## src/hdl/dss_pkg.sv

```systemverilog
/*
 * Package for the loop state and source status register bank.
 * Holds offsets, reset values, field positions and channel/state codes.
 * Assumes a single system clock domain and an 8-bit register read port.
 */
package dss_pkg;

    // ------------------------------------------------------------
    // Register map
    // ------------------------------------------------------------
    localparam logic [6:0] OPERATING_STATE_STATUS_ADDR     = 7'h09;
    // Offset not printed; chosen for this bank
    localparam logic [6:0] SOURCE_PRIORITY_STATUS_LOW_ADDR = 7'h0a;

    localparam logic [7:0] OPERATING_STATE_STATUS_RST      = 8'h01;
    localparam logic [7:0] SOURCE_PRIORITY_STATUS_LOW_RST  = 8'h00;
    localparam logic [7:0] UNMAPPED_READ_VALUE             = 8'h00;

    // ------------------------------------------------------------
    // Field positions
    // ------------------------------------------------------------
    localparam int FIRST_SOFT_BIT  = 5;
    localparam int SECOND_SOFT_BIT = 4;

    // ------------------------------------------------------------
    // Codes
    // ------------------------------------------------------------
    typedef enum logic [2:0] {
        DSS_FREE_RUN    = 3'b001,
        DSS_HOLDOVER    = 3'b010,
        DSS_LOCKED      = 3'b100,
        DSS_PRE_LOCKED2 = 3'b101,
        DSS_PRE_LOCKED  = 3'b110,
        DSS_PHASE_LOST  = 3'b111
    } dss_loop_state_t;

    typedef enum logic [3:0] {
        DSS_CH_NONE       = 4'b0000,
        DSS_CH_FIRST_SE   = 4'b0011,
        DSS_CH_SECOND_SE  = 4'b0100,
        DSS_CH_FIRST_DIF  = 4'b0101,
        DSS_CH_SECOND_DIF = 4'b0110,
        DSS_CH_STANDBY    = 4'b1001
    } dss_channel_t;

endpackage

```

## src/hdl/dss_status_bank.sv

```systemverilog
/*
 * Read-only status bank: loop operating state, soft limit flags,
 * highest-priority validated input and currently selected input.
 * Assumes state inputs come from on-chip state machines on ref_clk,
 * and the serial port logic presents a register address and read strobe.
 */
// Functional notes
// Soft limit bits 5/4: 1 beyond limit
// State 001 free run, 010 holdover
// 100 locked, 101 pre-locked2, 110 pre-locked
// Phase lost reported as 111
// Upper nibble: highest-priority validated input code
// No validated input reads 0000
// Lower nibble: currently selected input code
// Selected field follows actual selection
// Priority register is read-only
`timescale 1ns/1ps
`default_nettype none

module dss_status_bank
    import dss_pkg::*;
(
    input  wire logic       ref_clk,
    input  wire logic       reset_n,
    input  wire logic [2:0] first_loop_state,
    input  wire logic       first_loop_beyond_soft,
    input  wire logic       second_loop_beyond_soft,
    input  wire logic       any_input_valid,
    input  wire logic [3:0] top_priority_code,
    input  wire logic [3:0] selected_code,
    input  wire logic [6:0] reg_addr,
    input  wire logic       reg_rd,
    input  wire logic       reg_wr,
    input  wire logic [7:0] reg_wdata,
    output logic      [7:0] reg_rdata_ff
);

    // ------------------------------------------------------------
    // Reset release
    // ------------------------------------------------------------
    logic rst_meta_ff;
    logic rst_n_ff;

    always_ff @(posedge ref_clk or negedge reset_n) begin
        if (!reset_n) begin
            rst_meta_ff <= 1'b0;
            rst_n_ff    <= 1'b0;
        end else begin
            rst_meta_ff <= 1'b1;
            rst_n_ff    <= rst_meta_ff;
        end
    end

    // ------------------------------------------------------------
    // Operating state register
    // ------------------------------------------------------------
    logic [2:0] state_ff;
    logic       first_soft_ff;
    logic       second_soft_ff;
    wire logic  state_legal;
    wire logic [2:0] nxt_state;

    // Codes 000 and 011 are never reported; keep previous state instead
    assign state_legal = (first_loop_state == DSS_FREE_RUN)    ||
                         (first_loop_state == DSS_HOLDOVER)    ||
                         (first_loop_state == DSS_LOCKED)      ||
                         (first_loop_state == DSS_PRE_LOCKED2) ||
                         (first_loop_state == DSS_PRE_LOCKED)  ||
                         (first_loop_state == DSS_PHASE_LOST);
    assign nxt_state = state_legal ? first_loop_state : state_ff;

    always_ff @(posedge ref_clk or negedge rst_n_ff) begin
        if (!rst_n_ff) begin
            state_ff       <= OPERATING_STATE_STATUS_RST[2:0];
            first_soft_ff  <= OPERATING_STATE_STATUS_RST[FIRST_SOFT_BIT];
            second_soft_ff <= OPERATING_STATE_STATUS_RST[SECOND_SOFT_BIT];
        end else begin
            state_ff       <= nxt_state;
            first_soft_ff  <= first_loop_beyond_soft;
            second_soft_ff <= second_loop_beyond_soft;
        end
    end

    wire logic [7:0] op_word;
    assign op_word = {2'b00, first_soft_ff, second_soft_ff, 1'b0, state_ff};

    // ------------------------------------------------------------
    // Priority status register
    // ------------------------------------------------------------
    wire logic [3:0] top_in;
    logic      [3:0] top_ff;
    logic      [3:0] sel_ff;

    assign top_in = any_input_valid ? top_priority_code : DSS_CH_NONE;

    dss_chan_filter u_top (
        .ref_clk    (ref_clk),
        .rst_n      (rst_n_ff),
        .code_in    (top_in),
        .allow_none (1'b1),
        .code_ff    (top_ff)
    );

    // Driven by the real selection, which may lag priority in non-revertive mode
    dss_chan_filter u_sel (
        .ref_clk    (ref_clk),
        .rst_n      (rst_n_ff),
        .code_in    (selected_code),
        .allow_none (1'b1),
        .code_ff    (sel_ff)
    );

    wire logic [7:0] prio_word;
    assign prio_word = {top_ff, sel_ff};

    // ------------------------------------------------------------
    // Read port
    // ------------------------------------------------------------
    // Writes are ignored: nothing in this bank is writable
    wire logic unused_wr;
    assign unused_wr = reg_wr & (|reg_wdata);

    wire logic [7:0] nxt_rdata;
    assign nxt_rdata = (reg_addr == OPERATING_STATE_STATUS_ADDR)     ? op_word   :
                       (reg_addr == SOURCE_PRIORITY_STATUS_LOW_ADDR) ? prio_word :
                       UNMAPPED_READ_VALUE;

    always_ff @(posedge ref_clk or negedge rst_n_ff) begin
        if (!rst_n_ff) begin
            reg_rdata_ff <= UNMAPPED_READ_VALUE;
        end else if (reg_rd) begin
            reg_rdata_ff <= nxt_rdata;
        end
    end

    // ------------------------------------------------------------
    // Checks
    // ------------------------------------------------------------
    property p_soft_flags;
        @(posedge ref_clk) disable iff (!rst_n_ff)
        ##1 (first_soft_ff == $past(first_loop_beyond_soft)) && (second_soft_ff == $past(second_loop_beyond_soft));
    endproperty
    a_soft_flags: assert property (p_soft_flags) else $error("soft flag mismatch");

    property p_state_never_unused;
        @(posedge ref_clk) disable iff (!rst_n_ff)
        (state_ff != 3'b000) && (state_ff != 3'b011);
    endproperty
    a_state_never_unused: assert property (p_state_never_unused) else $error("unused state code");

    property p_state_follows;
        @(posedge ref_clk) disable iff (!rst_n_ff)
        (first_loop_state == DSS_LOCKED) |=> (state_ff == DSS_LOCKED);
    endproperty
    a_state_follows: assert property (p_state_follows) else $error("locked not reported");

    property p_phase_lost;
        @(posedge ref_clk) disable iff (!rst_n_ff)
        (first_loop_state == DSS_PHASE_LOST) |=> (state_ff == 3'b111);
    endproperty
    a_phase_lost: assert property (p_phase_lost) else $error("phase lost not 111");

    property p_top_code;
        @(posedge ref_clk) disable iff (!rst_n_ff)
        (any_input_valid && top_priority_code == DSS_CH_STANDBY) |=> (top_ff == 4'b1001);
    endproperty
    a_top_code: assert property (p_top_code) else $error("top code wrong");

    property p_none_valid;
        @(posedge ref_clk) disable iff (!rst_n_ff)
        !any_input_valid |=> (top_ff == 4'b0000);
    endproperty
    a_none_valid: assert property (p_none_valid) else $error("top not zero");

    property p_sel_follows;
        @(posedge ref_clk) disable iff (!rst_n_ff)
        (selected_code == DSS_CH_FIRST_DIF) |=> (sel_ff == 4'b0101);
    endproperty
    a_sel_follows: assert property (p_sel_follows) else $error("selected not followed");

    property p_read_only;
        @(posedge ref_clk) disable iff (!rst_n_ff)
        (reg_wr && !reg_rd && $stable(selected_code) && $stable(top_in) && $stable(first_loop_state))
        |=> $stable(prio_word) && $stable(reg_rdata_ff);
    endproperty
    a_read_only: assert property (p_read_only) else $error("write altered status");

    property p_free_run;
        @(posedge ref_clk) disable iff (!rst_n_ff)
        (first_loop_state == DSS_FREE_RUN) |=> (state_ff == 3'h1);
    endproperty
    a_free_run: assert property (p_free_run) else $error("free run not 001");

    property p_holdover;
        @(posedge ref_clk) disable iff (!rst_n_ff)
        (first_loop_state == DSS_HOLDOVER) |=> (state_ff == 3'h2);
    endproperty
    a_holdover: assert property (p_holdover) else $error("holdover not 010");

    // An unused code from the state machine must not disturb the stored state
    property p_unused_holds;
        @(posedge ref_clk) disable iff (!rst_n_ff)
        ((first_loop_state == 3'h0) || (first_loop_state == 3'h3)) |=> $stable(state_ff);
    endproperty
    a_unused_holds: assert property (p_unused_holds) else $error("unused code changed state");

    property p_pre_locked2;
        @(posedge ref_clk) disable iff (!rst_n_ff)
        (first_loop_state == DSS_PRE_LOCKED2) |=> (state_ff == 3'h5);
    endproperty
    a_pre_locked2: assert property (p_pre_locked2) else $error("second pre-lock not 101");

    property p_pre_locked;
        @(posedge ref_clk) disable iff (!rst_n_ff)
        (first_loop_state == DSS_PRE_LOCKED) |=> (state_ff == 3'h6);
    endproperty
    a_pre_locked: assert property (p_pre_locked) else $error("first pre-lock not 110");

    property p_op_read;
        @(posedge ref_clk) disable iff (!rst_n_ff)
        (reg_rd && (reg_addr == OPERATING_STATE_STATUS_ADDR)) |=> (reg_rdata_ff == $past(op_word));
    endproperty
    a_op_read: assert property (p_op_read) else $error("operating word read wrong");

    property p_prio_read;
        @(posedge ref_clk) disable iff (!rst_n_ff)
        (reg_rd && (reg_addr == SOURCE_PRIORITY_STATUS_LOW_ADDR)) |=> (reg_rdata_ff == $past(prio_word));
    endproperty
    a_prio_read: assert property (p_prio_read) else $error("priority word read wrong");

    property p_write_ignored;
        @(posedge ref_clk) disable iff (!rst_n_ff)
        (unused_wr && !reg_rd) |=> $stable(reg_rdata_ff);
    endproperty
    a_write_ignored: assert property (p_write_ignored) else $error("write reached read data");

endmodule

`default_nettype wire

```

## src/hdl/dss_chan_filter.sv

```systemverilog
/*
 * Channel code filter: registers a channel code, passing only legal codes.
 * Assumes the input comes from logic on the same clock.
 */
`timescale 1ns/1ps
`default_nettype none

module dss_chan_filter
    import dss_pkg::*;
(
    input  wire logic       ref_clk,
    input  wire logic       rst_n,
    input  wire logic [3:0] code_in,
    input  wire logic       allow_none,
    output logic      [3:0] code_ff
);

    // ------------------------------------------------------------
    // Legal code check
    // ------------------------------------------------------------
    wire logic legal_code;
    wire logic [3:0] nxt_code;

    assign legal_code = (code_in == DSS_CH_FIRST_SE)  || (code_in == DSS_CH_SECOND_SE)  ||
                        (code_in == DSS_CH_FIRST_DIF) || (code_in == DSS_CH_SECOND_DIF) ||
                        (code_in == DSS_CH_STANDBY)   || (allow_none && code_in == DSS_CH_NONE);
    // Unused codes hold the last good value so software never sees them
    assign nxt_code = legal_code ? code_in : code_ff;

    always_ff @(posedge ref_clk or negedge rst_n) begin
        if (!rst_n) begin
            code_ff <= SOURCE_PRIORITY_STATUS_LOW_RST[3:0];
        end else begin
            code_ff <= nxt_code;
        end
    end

endmodule

`default_nettype wire

```

## config.mk

```make
export PLATFORM = sky130hd
export DESIGN_NAME = dss_status_bank
export DESIGN_NICKNAME = d
export VERILOG_FILES = /design/src/hdl/dss_pkg.sv /design/src/hdl/dss_status_bank.sv /design/src/hdl/dss_chan_filter.sv
export SDC_FILE = /design/constraint.sdc
export NUM_CORES = 1
export LEC_CHECK = 0
export BUFFER_PORTS_ARGS = -buffer_cell sky130_fd_sc_hd__buf_2
export CAP_MARGIN = 20
export CORE_ASPECT_RATIO = 1.5
export CORE_MARGIN = 2
export CORE_UTILIZATION = 45
export CTS_BUF_LIST = sky130_fd_sc_hd__clkbuf_4 sky130_fd_sc_hd__clkbuf_8 sky130_fd_sc_hd__clkbuf_16
export DETAILED_ROUTE_END_ITERATION = 16
export HOLD_SLACK_MARGIN = 0.15
export PLACE_DENSITY = 0.72
export SYNTH_ARGS = -nofsm -noshare
export SYNTH_HDL_FRONTEND = slang
export SYNTH_SLANG_ARGS = --single-unit
```

## constraint.sdc

```tcl
create_clock -name ref_clk -period 2.3 [get_ports ref_clk]
set_clock_uncertainty 0.05 [all_clocks]
set_input_delay 0.115 -clock ref_clk [delete_from_list [all_inputs] [get_ports ref_clk]]
set_output_delay 0.115 -clock ref_clk [all_outputs]
set_load 0.03 [all_outputs]
```

==> results of run 1 <==
synthesized netlist by cell type:
cell | n | area [sq um]
o21ai_0 | 7 | 35.0
or4_1 | 1 | 7.51
nor4b_2 | 1 | 15.0
a311o_1 | 1 | 10.0
nand3_1 | 1 | 5.00
nand2b_1 | 4 | 25.0
nor2_1 | 4 | 15.0
o211ai_1 | 4 | 30.0
buf_2 | 3 | 15.0
a31o_1 | 2 | 17.5
nor2b_4 | 1 | 13.8
nand3b_1 | 2 | 15.0
a32o_1 | 3 | 30.0
a22oi_1 | 6 | 45.0
clkbuf_1 | 3 | 11.3
nor3b_2 | 1 | 12.5
nor2b_1 | 5 | 31.3
and4b_1 | 1 | 10.0
conb_1 | 1 | 3.75
nand2_1 | 3 | 11.3
nor3_1 | 1 | 5.00
buf_8 | 1 | 15.0
a31oi_1 | 1 | 6.26
or3_1 | 1 | 6.26
inv_1 | 3 | 11.3
nor3b_1 | 3 | 22.5
a21oi_1 | 3 | 15.0
o31ai_1 | 1 | 7.51
dfstp_2 | 1 | 26.3
xor2_1 | 3 | 26.3
clkinv_1 | 1 | 3.75
buf_6 | 1 | 11.3
dfrtp_1 | 22 | 551
a21o_1 | 1 | 7.51
o2bb2ai_1 | 6 | 52.6
a211oi_1 | 2 | 15.0
o21bai_1 | 1 | 7.51
o311ai_1 | 1 | 8.76
o21ai_1 | 1 | 5.00
xnor2_1 | 2 | 17.5
nor4bb_1 | 1 | 10.0
registers in the layout, indices dropped and copies added, names as in the netlist:
register        flops
reg_rdata_ff        8
state_ff            3
u_top.code_ff       4
u_sel.code_ff       4
second_soft_ff      1
rst_meta_ff         1
rst_n_ff            1
first_soft_ff       1
power by group through the flow:
stage               combinational (W)  sequential, W  clock [W]
finish                       0.000148       0.000451   0.000188
global placement             0.000108       0.000459          0
CTS                          0.000146       0.000451   0.000196
global route                 0.000163       0.000455   0.000218
detailed placement           0.000114       0.000459          0
floorplan                   0.0000792       0.000454          0
cells by family after synthesis:
family                    synth area share (%)
buffers and inverters                     5.68
AOI/OAI and AO/OA                         24.6
xor gates and xnor gates                  3.68
other                                    0.315
and+or+nand+nor                           17.2
DFF                                       48.5
layout make-up:
class	instances	area [sq um]	area share (%)
multi-input combinational	76	546	35.1
tap	24	30.0	1.93
inverter	4	15.0	0.967
clock buffer	4	30.0	1.93
timing repair buffer	51	355	22.9
sequential	23	577	37.1
through the flow:
| step | instances | hold WS [ns] |
|---|---|---|
| after floorplan | 111 | -0.231 |
| after global placement | 158 | -0.149 |
| after detailed placement | 158 | -0.146 |
| after CTS | 181 | 0.161 |
| after global routing | 182 | 0.166 |
| final | 182 | 0.165 |
critical path, cell delays in order:
cell	delay (ns)
dlygate4sd3_1	0.51
buf_2	0.14
inv_1	0.05
o21ai_0	0.13
dlygate4sd3_1	0.55
nand2_1	0.05
dlygate4sd3_1	0.55
path summary, 6_finish.rpt:
check | startpoint | endpoint | cells past startpoint
min in group asynchronous | rst_n_ff$_DFF_PN0_ | u_sel.code_ff[3]$_DFFE_PN0P_ | 0
worst max-delay path | first_loop_state[0] | state_ff[1]$_DFFE_PN0P_ | 7
worst max register to register | u_sel.code_ff[0]$_DFFE_PN0P_ | u_sel.code_ff[0]$_DFFE_PN0P_ | 4
max in group asynchronous | rst_n_ff$_DFF_PN0_ | reg_rdata_ff[2]$_DFFE_PN0P_ | 0
worst min register to register | rst_n_ff$_DFF_PN0_ | u_sel.code_ff[3]$_DFFE_PN0P_ | 0
worst min-delay path | selected_code[1] | u_sel.code_ff[3]$_DFFE_PN0P_ | 3
metal layers:
metal  up-vias  track usage, %  wire length (um)  share of wire (%)
met3         2            1.90                69                2.6
met4         0            8.57                22               0.84
met2        21            32.8              1440                 55
met1       502            19.9              1090                 42
met5         -               0                 0                  0
li1        510               -                 -                  -
timing repair:
item                      4_1_cts  5_1_grt
resized for setup               0        0
hold endpoints to repair       14        3
hold buffers                   19        1
==> results.sh, run 1 <==
export IMPL_finalHoldViolations=0
export IMPL_cts_tree="built"
export IMPL_layout_cells_most_common="buf_2"
export IMPL_power_density_nw_per_um2=506
export IMPL_final_cell_mix="31 x buf_2, 22 x dfrtp_1, 20 x dlygate4sd3_1"
export IMPL_finalSetupTns_ns=0
export IMPL_vias_per_cell=5.69
export IMPL_initial_utilization_pct=48.0
export IMPL_maxCapViolCount=0
export IMPL_place_area_sq_um=1320
export IMPL_setup_viol=0
export IMPL_firstDrtPassIters=4
export IMPL_period_share_pct=85.4
export IMPL_fin_util_pct=62.7
export IMPL_core_area_sq_um=2480
export IMPL_switching_share_pct=25.0
export IMPL_drive_gt1_share_pct=24.7
export IMPL_cp_arrival_ns=2.11
export IMPL_worst_slew_pin_slew_ns=0.811
export IMPL_routed_wl_um=2630
export IMPL_cts_setup_buffers=0
export IMPL_io_buffers=31
export IMPL_avgRoutedWirePerCell_um=14.4
export IMPL_cts_clk_slew_worst_paths_ns=0.11
export IMPL_cp_max_fo=4
export IMPL_cts_max_path_buffers=2
export IMPL_ys_ff_latch=23
export IMPL_grt_max_degree=22
export IMPL_p_int_w=0.000590
export IMPL_antenna_found_initial=0
export IMPL_design_area_sq_um=1550
export IMPL_rsz0062_at_grt="false"
export IMPL_grt_overflow=0
export IMPL_area_delta_synth_final_pct=30.5
export IMPL_cp_start_kind="primary input"
export IMPL_status="complete, no violations"
export IMPL_antennaDiodeCount=0
export IMPL_fillers=206
export IMPL_pin_count=41
export IMPL_critPathKind="primary input to flip-flop"
export IMPL_clkPwrFrac_pct=23.9
export IMPL_finalPower_w=0.000786
export IMPL_yosysSeqAreaShare_pct=48.5
export IMPL_grt_pass1_wl_um=4080
export IMPL_regToRegSetupSlack_ns=0.85
export IMPL_seq_power_share_pct=57.3
export IMPL_netlist_area_sq_um=1190
export IMPL_drc=0
export IMPL_die_area_sq_um=3080
export IMPL_final_antenna_net_count=0
export IMPL_track_usage_pct=18.1
export IMPL_cts_root_buf="clkbuf_4"
export IMPL_finalWorstSetupSlack_ns=0.337
export IMPL_post_dp_hpwl_um=1810
export IMPL_p_leak_nw=0.698
export IMPL_drt_iter0_drc=12
export IMPL_p_comb_share_pct=18.8
export IMPL_fmax_mhz=509
export IMPL_yosysWarningCount=0
export IMPL_crit_required_ns=2.44
export IMPL_rows=22
export IMPL_htreeDepth=1
export IMPL_grt_pass1_vias=996
export IMPL_place_ws_ns=1.08
export IMPL_yosysUniqueCellTypes=41
export IMPL_relSlewSlack_pct=46.0
export IMPL_min_path_type="primary input to flip-flop"
export IMPL_critPathCaptureType="flip-flop"
export IMPL_die_h_um=67.0
export IMPL_power_switching_w=0.000196
export IMPL_route_vias_total=1035
export IMPL_peakVddDrop_mv=0.385
export IMPL_cts_sinks=23
export IMPL_clk_latency_ns=0.30
export IMPL_nets=192
export IMPL_synth_avg_cell_area_sq_um=10.7
export IMPL_synth_cells=111
export IMPL_period_needed_ns=1.96
export IMPL_synth_nets=144
export IMPL_gp_congestion=0.703
export IMPL_die_w_um=46.0
export IMPL_cts_made_buffers=3
export IMPL_drv_slew=0
Note: power is estimated with default switching activity, not from simulation.
==> inputs of run 2 (changes only) <==
--- a/config.mk
+++ b/config.mk
@@ -7,13 +7,14 @@
 export LEC_CHECK = 0
 export BUFFER_PORTS_ARGS = -buffer_cell sky130_fd_sc_hd__buf_2
 export CAP_MARGIN = 20
-export CORE_ASPECT_RATIO = 1.5
+export CORE_ASPECT_RATIO = 1.2
 export CORE_MARGIN = 2
 export CORE_UTILIZATION = 45
 export CTS_BUF_LIST = sky130_fd_sc_hd__clkbuf_4 sky130_fd_sc_hd__clkbuf_8 sky130_fd_sc_hd__clkbuf_16
 export DETAILED_ROUTE_END_ITERATION = 16
 export HOLD_SLACK_MARGIN = 0.15
 export PLACE_DENSITY = 0.72
+export SLEW_MARGIN = 20
 export SYNTH_ARGS = -nofsm -noshare
 export SYNTH_HDL_FRONTEND = slang
 export SYNTH_SLANG_ARGS = --single-unit
==> constraint.sdc (replaced) <==
create_clock -name ref_clk -period 2.3 [get_ports ref_clk]
set_clock_uncertainty 0.05 [all_clocks]
set_input_delay 0.23 -clock ref_clk [delete_from_list [all_inputs] [get_ports ref_clk]]
set_output_delay 0.23 -clock ref_clk [all_outputs]
set_load 0.03 [all_outputs]
==> results.sh, run 2 (synthesis results as in run 1) <==
export IMPL_status="complete, no violations"
export IMPL_cp_max_fo=9
export IMPL_whs_endpoint="state_ff[1]$_DFFE_PN0P_"
export IMPL_slowest_stage="dlygate4sd3_1"
export IMPL_worst_slew_pin_slew_ns=0.800
export IMPL_grt_pass1_vias=994
export IMPL_drc=0
export IMPL_r2r_start="state_ff[0]$_DFFE_PN1P_"
export IMPL_rsz0062_at_grt="false"
export IMPL_cp_num_buf_inv=2
export IMPL_die_area_sq_um=3070
export IMPL_area_delta_synth_final_pct=20.5
export IMPL_cp_top_family="buffers and inverters"
export IMPL_finalHoldViolations=0
export IMPL_core_area_sq_um=2530
export IMPL_avgRoutedWirePerCell_um=13.4
export IMPL_route_vias_total=993
export IMPL_antennaDiodeCount=0
export IMPL_critPathCaptureType="flip-flop"
export IMPL_finalSetupTns_ns=0
export IMPL_pin_count=41
export IMPL_drive_gt1_share_pct=26.9
export IMPL_min_from="first_loop_state[1]"
export IMPL_layout_cells_non_filler=178
export IMPL_crit_required_ns=2.46
export IMPL_layout_cells_most_common="buf_2"
export IMPL_finalPower_w=0.000764
export IMPL_cts_clk_slew_worst_paths_ns=0.12
export IMPL_clk_latency_ns=0.30
export IMPL_maxCapViolCount=0
export IMPL_die_h_um=60.3
export IMPL_die_w_um=50.9
export IMPL_cts_max_path_buffers=2
export IMPL_drv_slew=0
export IMPL_grt_overflow=0
export IMPL_final_cell_mix="31 x buf_2, 22 x dfrtp_1, 7 x o21ai_0, 7 x dlygate4sd3_1"
export IMPL_min_path_type="primary input to flip-flop"
export IMPL_vias_per_cell=5.58
export IMPL_cts_root_buf="clkbuf_4"
export IMPL_cp_start_kind="primary input"
export IMPL_io_buffers=31
export IMPL_track_usage_pct=18.0
export IMPL_relSlewSlack_pct=46.7
export IMPL_largest_reg_flops=8
export IMPL_regToRegSetupSlack_ns=1.39
export IMPL_grt_max_degree=22
export IMPL_setup_viol=0
export IMPL_final_antenna_net_count=0
export IMPL_htreeDepth=1
export IMPL_peakVddDrop_mv=0.352
export IMPL_firstDrtPassIters=4
export IMPL_cts_made_buffers=3
export IMPL_cts_sinks=23
export IMPL_placed_cells=167
export IMPL_p_leak_nw=0.644
export IMPL_min_path_cells=3
export IMPL_period_share_pct=55.8
export IMPL_routed_wl_um=2380
export IMPL_hold_buffers=7
export IMPL_cts_resized=0
export IMPL_nets=179
export IMPL_regMostFlops="reg_rdata_ff"
export IMPL_initial_utilization_pct=47.1
export IMPL_fmax_mhz=779
export IMPL_power_density_nw_per_um2=533
export IMPL_cp_arrival_ns=1.44
export IMPL_cts_setup_buffers=0
export IMPL_rr_endpoint="reg_rdata_ff[0]$_DFFE_PN0P_"
export IMPL_reg_top3="reg_rdata_ff x8, u_sel.code_ff x4, u_top.code_ff x4"
export IMPL_critPathKind="primary input to flip-flop"
export IMPL_drt_iter0_drc=6
export IMPL_r2r_cells=2
export IMPL_path_cells="dlygate4sd3_1, buf_2, nor4bb_1, a21oi_1, a31o_1"
export IMPL_gp_congestion=0.747
export IMPL_rows=20
export IMPL_grt_pass1_wl_um=4120
export IMPL_cpPeakStageDelay_ns=0.52
export IMPL_period_needed_ns=1.28
export IMPL_antenna_found_initial=0
export IMPL_cts_tree="built"
## run 2: changes by cell type in the layout (fill, tap and decap cells not counted), sizes merged
cell	previous run	this run
dlygate4sd3	20	7
## run 2: per-stage QoR
step	worst slack [ns]	util [%]	cell area [sq um]	hold WS [ns]
finish	1.02	56.7	1430	0.160
global route	0.937	56.7	1430	0.150
CTS	1.03	56.7	1430	0.155
detailed placement	1.04	52.8	1330	-0.0311
global placement	1.09	52.8	1330	-0.0353
floorplan	1.17	-	1190	-0.116
## run 2: cell type report
class | instances | area (sq um)
clock buffer | 4 | 30.0
multi-input combinational | 76 | 546
timing repair buffer | 38 | 225
tap | 33 | 41.3
inverter | 4 | 15.0
sequential | 23 | 577
fill | 227 | 1090
## run 2: routing by layer
layer  wire length [um]  part of all wire (%)  GRT usage (%)  vias to the layer above
li1                   -                     -              -                      481
met1                933                    39           18.9                      487
met2               1330                    56           35.6                       21
met3                 72                   3.0           1.48                        4
met4                 46                   1.9           9.27                        0
met5                  0                     0              0                        -
## run 2: power by group
part | internal, W | switching (W) | leakage [nW]
clock network | 0.0000794 | 0.000111 | 0.0184
registers | 0.000429 | 0.0000219 | 0.294
logic | 0.0000606 | 0.0000617 | 0.332
## run 2: worst max-delay path by stage
| stage | from | end | slack (ns) | cells past startpoint |
|---|---|---|---|---|
| final | top_priority_code[3] | u_top.code_ff[1]$_DFFE_PN0P_ | 1.02 | 5 |
| after detailed placement | reg_addr[2] | reg_rdata_ff[3]$_DFFE_PN0P_ | 1.04 | 4 |
| after CTS | top_priority_code[3] | u_top.code_ff[1]$_DFFE_PN0P_ | 1.03 | 5 |
| after floorplan | selected_code[1] | u_sel.code_ff[3]$_DFFE_PN0P_ | 1.17 | 3 |
| after global placement | reg_addr[1] | reg_rdata_ff[2]$_DFFE_PN0P_ | 1.09 | 4 |
| after global routing | top_priority_code[3] | u_top.code_ff[1]$_DFFE_PN0P_ | 0.94 | 5 |
## run 2: tightest hold or removal path, cell delays in order
cell and delay [ns]:
buf_2 0.13, o21ai_0 0.07, nand2_1 0.06
==> inputs of run 3 (changes only) <==
--- a/config.mk
+++ b/config.mk
@@ -9,11 +9,11 @@
 export CAP_MARGIN = 20
 export CORE_ASPECT_RATIO = 1.2
 export CORE_MARGIN = 2
-export CORE_UTILIZATION = 45
+export CORE_UTILIZATION = 44
 export CTS_BUF_LIST = sky130_fd_sc_hd__clkbuf_4 sky130_fd_sc_hd__clkbuf_8 sky130_fd_sc_hd__clkbuf_16
 export DETAILED_ROUTE_END_ITERATION = 16
 export HOLD_SLACK_MARGIN = 0.15
-export PLACE_DENSITY = 0.72
+export PLACE_DENSITY = 0.73
 export SLEW_MARGIN = 20
 export SYNTH_ARGS = -nofsm -noshare
 export SYNTH_HDL_FRONTEND = slang
==> constraint.sdc (replaced) <==
create_clock -name ref_clk -period 1.1 [get_ports ref_clk]
set_clock_uncertainty 0.05 [all_clocks]
set_input_delay 0.11 -clock ref_clk [delete_from_list [all_inputs] [get_ports ref_clk]]
set_output_delay 0.11 -clock ref_clk [all_outputs]
set_load 0.03 [all_outputs]
==> results.sh, run 3 (synthesis results as in run 1) <==
export IMPL_power_density_nw_per_um2=1030
export IMPL_finalSetupTns_ns=0
export IMPL_final_cell_mix="30 x buf_2, 22 x dfrtp_1, 16 x dlygate4sd3_1"
export IMPL_cp_max_fo=2
export IMPL_pin_count=41
export IMPL_cts_clk_slew_worst_paths_ns=0.12
export IMPL_finalHoldViolations=0
export IMPL_avgRoutedWirePerCell_um=14.0
export IMPL_grt_max_degree=22
export IMPL_area_delta_synth_final_pct=33.3
export IMPL_die_h_um=61.0
export IMPL_post_dp_hpwl_um=1930
export IMPL_multi_input_area_sq_um=546
export IMPL_largest_reg_flops=8
export IMPL_status="complete, no violations"
export IMPL_maxCapViolCount=0
export IMPL_slowest_stage="dfrtp_1"
export IMPL_cts_made_buffers=3
export IMPL_r2r_start="u_sel.code_ff[0]$_DFFE_PN0P_"
export IMPL_clk_latency_ns=0.30
export IMPL_min_path_cells=3
export IMPL_period_needed_ns=1.07
export IMPL_regToRegSetupSlack_ns=0.19
export IMPL_cp_arrival_ns=0.91
export IMPL_cpPeakStageDelay_ns=0.42
export IMPL_min_path_type="primary input to flip-flop"
export IMPL_cp_start_kind="flip-flop"
export IMPL_peakVddDrop_mv=0.843
export IMPL_drc=0
export IMPL_worst_slew_pin_slew_ns=0.593
export IMPL_layout_cells_non_filler=195
export IMPL_cp_top_family="flip-flops"
export IMPL_grt_pass1_vias=1039
export IMPL_track_usage_pct=19.4
export IMPL_regMostFlops="reg_rdata_ff"
export IMPL_drive_gt1_share_pct=29.0
export IMPL_place_area_sq_um=1380
export IMPL_critPathCaptureType="output port"
export IMPL_cts_tree="built"
export IMPL_placed_cells=173
export IMPL_hold_buffers=16
export IMPL_vias_per_cell=5.41
export IMPL_initial_utilization_pct=46.6
export IMPL_register_area_sq_um=577
export IMPL_drt_iter0_drc=15
export IMPL_routed_wl_um=2730
export IMPL_drv_slew=0
export IMPL_period_share_pct=97.0
export IMPL_whs_endpoint="u_sel.code_ff[3]$_DFFE_PN0P_"
export IMPL_crit_required_ns=0.94
export IMPL_rsz0062_at_grt="false"
export IMPL_fillers=224
export IMPL_rows=20
export IMPL_relSlewSlack_pct=60.4
export IMPL_die_area_sq_um=3140
export IMPL_layout_cells_most_common="buf_2"
export IMPL_fin_util_pct=62.2
export IMPL_reg_top3="reg_rdata_ff x8, u_sel.code_ff x4, u_top.code_ff x4"
export IMPL_path_cells="buf_2"
export IMPL_firstDrtPassIters=4
export IMPL_design_area_sq_um=1590
export IMPL_grt_overflow=0
export IMPL_r2r_cells=3
export IMPL_min_from="selected_code[1]"
export IMPL_cts_sinks=23
export IMPL_antenna_found_initial=0
export IMPL_critPathKind="flip-flop to output port"
export IMPL_setup_viol=0
export IMPL_p_leak_nw=0.721
export IMPL_nets=196
export IMPL_cts_root_buf="clkbuf_4"
export IMPL_die_w_um=51.5
export IMPL_antennaDiodeCount=0
export IMPL_gp_congestion=0.773
export IMPL_route_vias_total=1055
export IMPL_final_antenna_net_count=0
export IMPL_rr_endpoint="u_sel.code_ff[0]$_DFFE_PN0P_"
export IMPL_cp_num_buf_inv=1
export IMPL_grt_pass1_wl_um=4440
export IMPL_cts_max_path_buffers=2
export IMPL_core_area_sq_um=2550
export IMPL_io_buffers=31
export IMPL_fmax_mhz=938
export IMPL_htreeDepth=1
run 3: report_power, final:
part / internal [W] / total [W] / switching [W]
registers: 0.000897 / 0.000931 / 0.0000338
clock network: 0.000166 / 0.000394 / 0.000228
logic: 0.000163 / 0.000316 / 0.000154
run 3: worst reg2reg max path, cell delays in order (launching register included):
cell	delay (ns)
dfrtp_1	0.38
inv_1	0.05
a311o_1	0.25
o311ai_1	0.08
run 3: how the worst max path moves through the flow:
stage	from	end	slack (ns)	cells past startpoint
final	reg_rdata_ff[4]$_DFFE_PN0P_	reg_rdata_ff[4]	0.03	1
after CTS	reg_rdata_ff[4]$_DFFE_PN0P_	reg_rdata_ff[4]	0.04	1
after global placement	reg_addr[1]	reg_rdata_ff[2]$_DFFE_PN0P_	0.007	4
after floorplan	selected_code[1]	u_sel.code_ff[3]$_DFFE_PN0P_	0.09	3
after global routing	reg_rdata_ff[4]$_DFFE_PN0P_	reg_rdata_ff[4]	0.001	1
after detailed placement	reg_addr[2]	reg_rdata_ff[7]$_DFFE_PN0P_	-0.05	4
run 3: cell type report:
cell class / count / area share (%)
Multi-Input combinational cell: 76 / 34.4
Timing Repair Buffer: 55 / 23.8
Inverter: 4 / 0.946
Tap cell: 33 / 2.60
Clock buffer: 4 / 1.89
Sequential cell: 23 / 36.4
run 3: repair_timing:
item | CTS | global route
setup buffers | 0 | 2
endpoints found under the hold margin | 16 | 1
setup endpoints to repair | 0 | 2
resized for setup | 0 | 1
run 3: through the flow:
step / setup slack [ns] / total power, W / hold WS [ns]
final: 0.0335 / 0.00164 / 0.154
after global routing: 0.00134 / 0.00174 / 0.145
after CTS: 0.0365 / 0.00165 / 0.147
after detailed placement: -0.0528 / 0.00122 / -0.154
after global placement: 0.00688 / 0.00120 / -0.156
after floorplan: 0.0855 / 0.00111 / -0.236
run 3: layer usage:
| metal | up-vias | routed length (um) | global-route usage (%) | share of wire (%) |
|---|---|---|---|---|
| met5 | - | 0 | 0 | 0 |
| met4 | 0 | 53 | 10.5 | 1.9 |
| met3 | 4 | 51 | 1.72 | 1.9 |
| met2 | 20 | 1520 | 36.6 | 56 |
| met1 | 513 | 1110 | 21.4 | 41 |
| li1 | 518 | - | - | - |
